File: src/logic/elp_pkg.sv
// Shared constants and types for the EEPROM load and interrupt pin logic.
// Assumes one core clock and a synchronous active-low reset in every user.
package elp_pkg;

	// Four-level strap codes as resolved by the pad comparator
	localparam logic [1:0] STRAP_LVL_GND_1K  = 2'h0;
	localparam logic [1:0] STRAP_LVL_GND_10K = 2'h1;
	localparam logic [1:0] STRAP_LVL_FLOAT   = 2'h2;
	localparam logic [1:0] STRAP_LVL_VDD_1K  = 2'h3;

	// Cycles the synchronised strap must sit still before it is latched
	localparam int unsigned STRAP_SETTLE_CYC = 4;
	localparam int unsigned STRAP_CNT_W      = 3;

	// Synchroniser depth and idle levels of the pins
	localparam int unsigned SYNC_STAGES   = 2;
	localparam logic        PIN_IDLE_HIGH = 1'b1;

	// Number of interrupt event sources
	localparam int unsigned IRQ_EVENTS = 8;

	// Idle values of the outputs
	localparam logic DONE_N_RST   = 1'b1;
	localparam logic CORE_RST_N_R = 1'b0;

	typedef enum logic [1:0] {
		ROLE_UNKNOWN,
		ROLE_MASTER,
		ROLE_SLAVE,
		ROLE_RESERVED
	} elp_role_e;

	// Request toward the EEPROM read engine
	typedef struct packed {
		logic start;
	} elp_load_req_s;

	// Answer from the EEPROM read engine
	typedef struct packed {
		logic done;
		logic ok;
	} elp_load_rsp_s;

endpackage

File: src/logic/elp_sync.sv
// Multi-bit two-flop synchroniser for asynchronous pin inputs.
// Assumes bits are independent levels; no word coherence is given.
`timescale 1ns/1ps

module elp_sync #(
	parameter int unsigned WIDTH   = 1,
	parameter logic        RST_VAL = 1'b1
) (
	// Clock and reset
	input  wire logic             clk_in,
	input  wire logic             rst_n_in,
	// Data
	input  wire logic [WIDTH-1:0] async_in,
	output logic      [WIDTH-1:0] sync_out
);

	logic [WIDTH-1:0] meta_q;
	logic [WIDTH-1:0] meta_d;
	logic [WIDTH-1:0] stab_q;
	logic [WIDTH-1:0] stab_d;

	genvar gi;
	generate
		for (gi = 0; gi < WIDTH; gi++) begin : g_bit
			always_comb begin
				meta_d[gi] = async_in[gi];
				stab_d[gi] = meta_q[gi];
			end

			always_ff @(posedge clk_in) begin
				if (!rst_n_in) begin
					meta_q[gi] <= RST_VAL;
					stab_q[gi] <= RST_VAL;
				end else begin
					meta_q[gi] <= meta_d[gi];
					stab_q[gi] <= stab_d[gi];
				end
			end
		end
	endgenerate

	assign sync_out = stab_q;

endmodule // elp_sync

File: src/logic/elp_pins.sv
// Control-pin logic of the management side: strap decode, EEPROM load
// request and done pin, slave-mode hold reset, open-drain interrupt.
// Assumes an EEPROM read engine and an interrupt enable register elsewhere
// on the same clock; pins arrive asynchronously and are synchronised here.
`timescale 1ns/1ps

module elp_pins #(
	parameter int unsigned IRQ_N = elp_pkg::IRQ_EVENTS
) (
	// Clock and reset
	input  wire logic                   CORE_CLK_IN,
	input  wire logic                   RST_N_IN,
	// Strap and control pins
	input  wire logic [1:0]             BUS_ROLE_STRAP_IN,
	input  wire logic                   LOAD_REQ_N_IN,
	output logic                        LOAD_DONE_N_OUT,
	// Reserved test inputs
	input  wire logic                   RESERVED_IN_A_IN,
	input  wire logic                   RESERVED_IN_B_IN,
	input  wire logic                   RESERVED_IN_C_IN,
	input  wire logic                   RESERVED_IN_D_IN,
	input  wire logic                   RESERVED_IN_E_IN,
	input  wire logic                   RESERVED_IN_F_IN,
	// Open-drain interrupt pin
	output logic                        IRQ_N_OUT,
	output logic                        IRQ_N_OE_OUT,
	// Interrupt sources and enables from the management registers
	input  wire logic [IRQ_N-1:0]       IRQ_EVENT_IN,
	input  wire logic [IRQ_N-1:0]       IRQ_ENABLE_IN,
	// EEPROM read engine
	output elp_pkg::elp_load_req_s      LOAD_REQ_OUT,
	input  wire elp_pkg::elp_load_rsp_s LOAD_RSP_IN,
	// Core control
	output elp_pkg::elp_role_e          BUS_ROLE_OUT,
	output logic                        CORE_RST_N_OUT
);

	////////////////////////////////////////////////////////////////////////
	// Pin synchronisation

	logic [1:0] strap_sync;
	logic       req_n_sync;

	elp_sync #(
		.WIDTH   (2),
		.RST_VAL (1'b0)
	) u_strap_sync (
		.clk_in   (CORE_CLK_IN),
		.rst_n_in (RST_N_IN),
		.async_in (BUS_ROLE_STRAP_IN),
		.sync_out (strap_sync)
	);

	elp_sync #(
		.WIDTH   (1),
		.RST_VAL (elp_pkg::PIN_IDLE_HIGH)
	) u_req_sync (
		.clk_in   (CORE_CLK_IN),
		.rst_n_in (RST_N_IN),
		.async_in (LOAD_REQ_N_IN),
		.sync_out (req_n_sync)
	);

	// Test inputs are plain inputs with no path into the logic

	////////////////////////////////////////////////////////////////////////
	// Strap capture

	logic [1:0]                      strap_prev_q;
	logic [1:0]                      strap_prev_d;
	logic [elp_pkg::STRAP_CNT_W-1:0] settle_q;
	logic [elp_pkg::STRAP_CNT_W-1:0] settle_d;
	elp_pkg::elp_role_e              role_q;
	elp_pkg::elp_role_e              role_d;

	// Last count of the settle window, cut to the counter width
	localparam logic [elp_pkg::STRAP_CNT_W-1:0] SETTLE_LAST = elp_pkg::STRAP_SETTLE_CYC[elp_pkg::STRAP_CNT_W-1:0];

	always_comb begin
		strap_prev_d = strap_sync;
		settle_d     = settle_q;
		role_d       = role_q;
		if (role_q == elp_pkg::ROLE_UNKNOWN) begin
			if (strap_sync != strap_prev_q) begin
				settle_d = '0;
			end else if (settle_q != SETTLE_LAST) begin
				settle_d = settle_q + 1'b1;
			end else begin
				unique case (strap_sync)
					elp_pkg::STRAP_LVL_FLOAT:  role_d = elp_pkg::ROLE_MASTER;
					elp_pkg::STRAP_LVL_VDD_1K: role_d = elp_pkg::ROLE_SLAVE;
					default:                   role_d = elp_pkg::ROLE_RESERVED;
				endcase
			end
		end
	end

	always_ff @(posedge CORE_CLK_IN) begin
		if (!RST_N_IN) begin
			strap_prev_q <= elp_pkg::STRAP_LVL_GND_1K;
			settle_q     <= '0;
			role_q       <= elp_pkg::ROLE_UNKNOWN;
		end else begin
			strap_prev_q <= strap_prev_d;
			settle_q     <= settle_d;
			role_q       <= role_d;
		end
	end

	////////////////////////////////////////////////////////////////////////
	// Load sequencer

	typedef enum logic [2:0] {
		ST_STRAP,
		ST_WAIT_REQ,
		ST_LOADING,
		ST_PASS,
		ST_FAIL,
		ST_SLAVE,
		ST_PARKED
	} elp_load_st_e;

	elp_load_st_e st_q;
	elp_load_st_e st_d;
	logic         start_q;
	logic         start_d;
	logic         done_n_q;
	logic         done_n_d;
	logic         core_rst_n_q;
	logic         core_rst_n_d;

	always_comb begin
		st_d         = st_q;
		start_d      = 1'b0;
		done_n_d     = done_n_q;
		core_rst_n_d = core_rst_n_q;
		unique case (st_q)
			ST_STRAP: begin
				done_n_d     = elp_pkg::DONE_N_RST;
				core_rst_n_d = elp_pkg::CORE_RST_N_R;
				if (role_q == elp_pkg::ROLE_MASTER) begin
					st_d         = ST_WAIT_REQ;
					core_rst_n_d = 1'b1;
				end else if (role_q == elp_pkg::ROLE_SLAVE) begin
					st_d = ST_SLAVE;
				end else if (role_q == elp_pkg::ROLE_RESERVED) begin
					st_d = ST_PARKED;
				end
			end
			ST_WAIT_REQ: begin
				done_n_d = 1'b1;
				if (!req_n_sync) begin
					st_d    = ST_LOADING;
					start_d = 1'b1;
				end
			end
			ST_LOADING: begin
				done_n_d = 1'b1;
				if (LOAD_RSP_IN.done) begin
					st_d     = LOAD_RSP_IN.ok ? ST_PASS : ST_FAIL;
					done_n_d = !LOAD_RSP_IN.ok;
				end
			end
			ST_PASS: begin
				// Terminal: request level no longer matters
				done_n_d = 1'b0;
			end
			ST_FAIL: begin
				done_n_d = 1'b1;
				// Retry only after the pin has been released
				if (req_n_sync) begin
					st_d = ST_WAIT_REQ;
				end
			end
			ST_SLAVE: begin
				done_n_d     = req_n_sync;
				core_rst_n_d = req_n_sync;
			end
			ST_PARKED: begin
				done_n_d     = 1'b1;
				core_rst_n_d = 1'b1;
			end
			default: begin
				st_d = ST_STRAP;
			end
		endcase
	end

	always_ff @(posedge CORE_CLK_IN) begin
		if (!RST_N_IN) begin
			st_q         <= ST_STRAP;
			start_q      <= 1'b0;
			done_n_q     <= elp_pkg::DONE_N_RST;
			core_rst_n_q <= elp_pkg::CORE_RST_N_R;
		end else begin
			st_q         <= st_d;
			start_q      <= start_d;
			done_n_q     <= done_n_d;
			core_rst_n_q <= core_rst_n_d;
		end
	end

	////////////////////////////////////////////////////////////////////////
	// Interrupt pin

	logic irq_oe_q;
	logic irq_oe_d;

	always_comb begin
		irq_oe_d = |(IRQ_EVENT_IN & IRQ_ENABLE_IN);
	end

	always_ff @(posedge CORE_CLK_IN) begin
		if (!RST_N_IN) begin
			irq_oe_q <= 1'b0;
		end else begin
			irq_oe_q <= irq_oe_d;
		end
	end

	////////////////////////////////////////////////////////////////////////
	// Outputs

	assign IRQ_N_OUT          = 1'b0;
	assign IRQ_N_OE_OUT       = irq_oe_q;
	assign LOAD_DONE_N_OUT    = done_n_q;
	assign LOAD_REQ_OUT.start = start_q;
	assign BUS_ROLE_OUT       = role_q;
	assign CORE_RST_N_OUT     = core_rst_n_q;

endmodule // elp_pins

File: config.mk
export PLATFORM = sky130hd
export DESIGN_NAME = elp_pins
export DESIGN_NICKNAME = d
export VERILOG_FILES = /design/src/logic/elp_pkg.sv /design/src/logic/elp_sync.sv /design/src/logic/elp_pins.sv
export SDC_FILE = /design/constraint.sdc
export NUM_CORES = 1
export LEC_CHECK = 0
export CELL_PAD_IN_SITES_DETAIL_PLACEMENT = 1
export CELL_PAD_IN_SITES_GLOBAL_PLACEMENT = 1
export CORE_ASPECT_RATIO = 2
export CORE_MARGIN = 4
export CORE_UTILIZATION = 28
export DETAILED_ROUTE_END_ITERATION = 10
export DONT_BUFFER_PORTS = 1
export PLACE_DENSITY_LB_ADDON = 0.1
export SLEW_MARGIN = 5
export SYNTH_ARGS = -nofsm -noshare
export SYNTH_HDL_FRONTEND = slang
export SYNTH_SLANG_ARGS = --single-unit
export TNS_END_PERCENT = 1
File: constraint.sdc
create_clock -name CORE_CLK_IN -period 1.6 [get_ports CORE_CLK_IN]
set_clock_uncertainty 0.05 [all_clocks]
set_input_delay 0.16 -clock CORE_CLK_IN [delete_from_list [all_inputs] [get_ports CORE_CLK_IN]]
set_output_delay 0.16 -clock CORE_CLK_IN [all_outputs]
set_load 0.005 [all_outputs]
-- Yosys cells after proc, flatten, opt, wreduce, memory -nomap -nowiden
Index checks and enable logic that the tools add are counted.
- add/subtract/negate cells: 1
- equal/unequal tests: 17
- muxes and demuxes: 16
- bitwise logic cells: 4
- reductions and logical operators: 13
- operators with widths (operator ; count):
    two-way mux 3 bit ; 9
    case mux 3 bit (5 select lines) ; 1
    == test 3 bit (second input constant) ; 3
    AND 8 bit ; 1
    == test 2 bit (second input constant) ; 4
    OR reduction 8 bit ; 1
    == test 3 x 2 -> 1 bit (second input constant) ; 2
    AND reduction 5 bit ; 1
    != test 2 bit (second input constant) ; 2
    != test 4 bit (second input constant) ; 1
    case mux 1 bit (4 select lines) ; 1
    case mux 2 bit (2 select lines) ; 1
    AND reduction 2 bit ; 2
    nonzero test 4 bit ; 1
    OR reduction 4 bit ; 1
    adder 3 x 1 -> 3 bit (second input constant) ; 1
    == test 3 x 1 -> 1 bit (second input constant) ; 1
    logical NOT 3 bit ; 1
    two-way mux 1 bit ; 3
    != test 3 bit (second input constant) ; 1
    inverter 1 bit ; 3
    case mux 1 bit (3 select lines) ; 1
    AND reduction 3 bit ; 1
    nonzero test 3 bit ; 1
    other kinds (7) ; 7
- register bits after elaboration: 20
- input port bits: 29
- output and inout bits: 7
- logic and storage cells: 65

-- Logic depth before layout (Yosys ltp)
- depth after elaboration: 5
- mapped depth: 6
- mapped depth without buffers: 6

-- Modules after synthesis
From an unflattened synthesis, not the netlist that was laid out.
- cell total of the unflattened synthesis: 110
- area, all modules: 1048.5 um^2
- by module, submodules not included (module ; times used ; cells each ; area an instance (um^2) ; sequential area each (um^2)):
    elp_pins ; 1 ; 98 ; 890.9 ; 280.3
    elp_sync (u_strap_sync) ; 1 ; 8 ; 105.1 ; 80.1
    elp_sync (u_req_sync) ; 1 ; 4 ; 52.6 ; 40.0

-- Worst setup path before layout
Ideal clock, no wire load.
- path type: reg2reg
- start: register role_q[1], in the netlist BUS_ROLE_OUT[1]
- end: register st_q[0]
- library setup time: 0.072 ns
- arrival time: 1.530 ns
- data required time: 1.478 ns
- setup slack: -0.052 ns
- stages on the path, launching flop included: 6
- buffers on the path: 0
- period minus slack after synthesis: 1.652 ns
- cells stage by stage: dfxtp_1 -> inv_1 -> ha_1 -> or4_4 -> o22ai_4 -> mux2i_1
- cells in the longest elaborated chain, start to end: 4
- elaborated cells between the ends (all ways): 8
- classes of those cells: eq/ne (4); mux (3); reduce/logical (1)
- ends and longest elaborated chain (item ; RTL line ; RTL):
    start, declared ; elp_pins.sv:73 ; elp_pkg::elp_role_e role_q;
    start signal, assigned ; elp_pins.sv:102 ; role_q <= elp_pkg::ROLE_UNKNOWN;
    start signal, assigned ; elp_pins.sv:106 ; role_q <= role_d;
    == test 2 bit ; elp_pins.sv:144 ; end else if (role_q == elp_pkg::ROLE_SLAVE) begin
    two-way mux 3 bit ; elp_pins.sv:144 ;
    two-way mux 3 bit ; elp_pins.sv:141 ; if (role_q == elp_pkg::ROLE_MASTER) begin
    case mux 3 bit (5 select lines) ; elp_pins.sv:137 ; unique case (st_q)
    end signal, assigned ; elp_pins.sv:196 ; st_q <= st_d;
    end, declared ; elp_pins.sv:123 ; elp_load_st_e st_q;
Several ways; a longest one is shown, not always the timed one.
A chain may end at the register's enable or synchronous reset.

-- Final worst setup path
- start: register role_q[0], in the netlist BUS_ROLE_OUT[0]
- end: register st_q[0]
The elaborated chain is that of the path after synthesis.

==> key figures <==
Run status
  – Outcome: finished with violations
  – Violations in the final reports: negative setup slack

Run
  – Reported max-cap violation count: 0

Synthesis
  – Proportion of synthesized chip area in sequential cells: 0.3960
  – Fraction of synthesis flops using an asynchronous set or reset pin: 0
  – Total of warnings raised by yosys: 0
  – Post-synthesis area per instance: 9.361 sq um
  – Post-synth top flop: sky130_fd_sc_hd__dfxtp_1
  – Mapped Nets: between 100 and 150
  – Synthesized cell area: about 1000 sq um
  – Number of flops mapped to enable cells by yosys: 0
  – Number of instances in the synthesized netlist: about 110
  – Unique masters post-synth: 39
  – Register bit count reported by yosys: 20

Routing
  – Routed wl met3: 125 microns
  – Detail-routed via count per cell: 4.805
  – Avg WL per Cell: 14.14 microns
  – Count of antenna-violating nets left after detailed routing: 0
  – Met1 Routed Length: 902 microns
  – Number of remaining DRC errors: 0
  – Starting DRT DRC Count: 6
  – Vias after detailed routing: roughly 800
  – Highest Signal Layer: met4
  – Wirelength, routed: 2.390 mm
  – Routed wire length on met2: ~1.3 mm
  – TritonRoute pass-1 iters: 2

Layout
  – Fraction of final layout cells sized beyond drive strength 1: 0.2479
  – Synthesis-to-finish area growth: 22.28%
  – Antenna cells: 0
  – Final instance area: 1236 sq um
  – NumNets Final: 157
  – Number of fill cells: 425
  – Final standard cell utilization of the core: 0.3580

Clock network
  – Clock slew seen by the registers of the worst setup and hold paths: 90 ps
  – Number of sinks handled by clock tree synthesis: 20
  – Clock tree from TritonCTS: yes
  – Number of buffers added for setup after CTS: 0
  – Maximum count of clock buffers along a single path: 2
  – Deepest level of the CTS H-tree: 1
  – Number of CTS-inserted buffers: 3
  – Clk root buf: sky130_fd_sc_hd__clkbuf_8
  – Clock latency on the worst-skew pair: 270 ps

Worst setup path
  – Element type at the critical path end: flip-flop
  – Crit Path Class: flip-flop to flip-flop
  – Largest fanout on the critical path: 4
  – Critical Path AT: 1760 ps
  – R2R cell count: 5
  – Endpoint of the worst-slack reg-to-reg timing path: st_q[0]
  – Required time worst endpoint: 1750 ps
  – Startpoint of the worst-slack reg-to-reg timing path: BUS_ROLE_OUT[0]
  – Startpoint type of the worst setup path: flip-flop
  – Worst R2R Setup Slack: -5 ps

Die
  – Y dimension of the die: approximately 93 microns
  – Initial Util: 0.2928
  – Horizontal die dimension: 50.49 microns
  – I/O Pins: 36
  – Cell Rows: 30
  – Core ar.: between 3000 and 4000 sq um
  – Die Outline Area: 4694 sq um

Timing
  – RSZ-0062 raised after global routing: yes
  – Final-report hold violation count: 0
  – Hold slack final: 7.335 ps
  – Number of max-slew violations in the final report: 0
  – Share of the clock period used by the worst path: 1.003
  – Total setup violations reported at the end of the flow: 1
  – Upper clock frequency limit: around 620 MHz
  – Fin worst setup slack: -5.032 ps
  – Minimum period implied by the final worst setup slack: 1605 ps

Power and ir drop
  – Overall power consumption: 0.001443 W
  – Cell Pwr Density: 1167 nW/um^2
  – Leakage component of the power: 0.5200 nW
  – Peak VDD IR: 0.0007012 V

Global routing
  – Number of antenna violations at the first check in global routing: 0
  – Overflow after GRT: 0
  – Maximum number of pins on one net before global-route repair: 14
  – Total Routing Usage GR: 0.1107
  – Number of global-route vias before repair: roughly 880
  – Global-route wire length before repair: 3.953 mm

Place
  – Area after DPL: about 1100 sq um
  – Total of buffers placed on input and output ports: 0
  – Pre-CTS setup slack: -53.99 ps
  – Final weighted congestion in routability-driven placement: 0.7247
  – Total half-perimeter wirelength after legalization and detailed placement: ~1.9 mm

Min path
  – Worst min path class: primary input to flip-flop
  – Hold Crit Start: RST_N_IN
  – Endpoint of the worst hold path: st_q[2]
  – Number of cells on the worst hold path: 2
==> Yosys cell counts, types with 2 or more instances <==
library cell	count	share of area
sky130_fd_sc_hd__dfxtp_1	20	0.40
sky130_fd_sc_hd__o211a_1	2	0.020
sky130_fd_sc_hd__xor2_1	2	0.017
sky130_fd_sc_hd__a22oi_1	4	0.030
sky130_fd_sc_hd__mux2i_1	3	0.030
sky130_fd_sc_hd__o21ai_0	3	0.015
sky130_fd_sc_hd__and2_1	6	0.037
sky130_fd_sc_hd__nand2b_1	3	0.019
sky130_fd_sc_hd__nand2_1	10	0.037
sky130_fd_sc_hd__a21oi_1	5	0.025
sky130_fd_sc_hd__nand3b_1	2	0.015
sky130_fd_sc_hd__nor2_1	4	0.015
sky130_fd_sc_hd__nand4_1	3	0.019
sky130_fd_sc_hd__inv_1	7	0.026
sky130_fd_sc_hd__nand3_1	3	0.015
sky130_fd_sc_hd__buf_2	2	0.0099
sky130_fd_sc_hd__ha_1	6	0.074
sky130_fd_sc_hd__o22ai_1	2	0.012
==> what timing repair did <==
action / CTS / global route
hold endpoints to repair: 13 / 0
pin swaps: 2 / 0
cloned: 0 / 0
resized for setup: 1 / 2
endpoints found under the setup margin: 3 / 4
hold buffers: 4 / 0
==> report_power, final <==
part	leakage [nW]	switching (W)	internal [W]
combinational	0.320	0.000181	0.000198
sequential	0.166	0.0000653	0.000541
clock	0.0339	0.000187	0.000271
==> how the worst max path moves through the flow <==
| stage | end | cells past startpoint | slack (ps) | start |
|---|---|---|---|---|
| 2_1_floorplan | st_q[0] | 5 | 10 | BUS_ROLE_OUT[0] |
| 4_1_cts | st_q[0] | 5 | -20 | BUS_ROLE_OUT[0] |
| 3_3_place_gp | st_q[0] | 5 | -40 | BUS_ROLE_OUT[0] |
| 3_5_place_dp | st_q[0] | 5 | -50 | BUS_ROLE_OUT[0] |
| 5_1_grt | st_q[2] | 5 | -80 | BUS_ROLE_OUT[0] |
| 6_report | st_q[0] | 5 | -5 | BUS_ROLE_OUT[0] |
==> metal layers <==
metal,vias to the layer above,GRT usage
met5,-,0
met1,385,0.1093
li1,400,-
met3,2,0.02552
met4,0,0.05393
met2,25,0.2074
==> sequential cells by signal (all words and copies together), names as in the netlist <==
signal,cells
BUS_ROLE_OUT,2
CORE_RST_N_OUT,1
IRQ_N_OE_OUT,1
LOAD_DONE_N_OUT,1
LOAD_REQ_OUT,1
settle_q,3
st_q,3
strap_prev_q,2
u_req_sync.meta_q,1
u_req_sync.sync_out,1
u_strap_sync.meta_q,2
u_strap_sync.sync_out,2
==> critical path, stage by stage, from the launching register on <==
cell                      delay [ps]
sky130_fd_sc_hd__dfxtp_4         370
sky130_fd_sc_hd__inv_2            40
sky130_fd_sc_hd__ha_2            160
sky130_fd_sc_hd__or4_4           500
sky130_fd_sc_hd__o22ai_4         220
sky130_fd_sc_hd__mux2i_1         200
==> logic make-up after synthesis <==
group,count (synthesis),share of synthesized area
buffers and inverters,13,0.06188
other,1,0.003709
AOI/OAI and AO/OA,23,0.1720
adders and majority gates,6,0.07426
and+or+nand+nor,39,0.2228
DFF,20,0.3960
muxes,4,0.05198
xor gates and xnor gates,2,0.01733
==> metrics by stage <==
step           TNS, ps  cells
6_report        -5.032    169
5_1_grt         -172.3    169
4_1_cts         -44.06    169
3_5_place_dp    -140.2    161
3_3_place_gp    -105.1    161
2_1_floorplan        0    108
==> layout make-up <==
cell class,instances,area [sq um],share of cell area
Multi-Input combinational cell,75,556.8,0.4504
Sequential cell,20,407.9,0.3300
Timing Repair Buffer,14,115.1,0.09312
Clock buffer,4,66.31,0.05364
Tap cell,48,60.06,0.04858
Inverter,8,30.03,0.02429
==> placed cells by master (no fill, tap or decap), types with 3 or more instances in the layout <==
cell	synthesis	routed
sky130_fd_sc_hd__a21oi_1	5	4
sky130_fd_sc_hd__a22oi_1	4	4
sky130_fd_sc_hd__and2_1	6	6
sky130_fd_sc_hd__buf_4	1	10
sky130_fd_sc_hd__clkbuf_8	0	3
sky130_fd_sc_hd__dfxtp_1	20	18
sky130_fd_sc_hd__dlygate4sd3_1	0	4
sky130_fd_sc_hd__ha_1	6	4
sky130_fd_sc_hd__inv_1	7	6
sky130_fd_sc_hd__mux2i_1	3	3
sky130_fd_sc_hd__nand2_1	10	10
sky130_fd_sc_hd__nand2b_1	3	3
sky130_fd_sc_hd__nand3_1	3	3
sky130_fd_sc_hd__nand4_1	3	3
sky130_fd_sc_hd__nor2_1	4	4
sky130_fd_sc_hd__o21ai_0	3	3
Note: power is estimated with default switching activity, not from simulation.
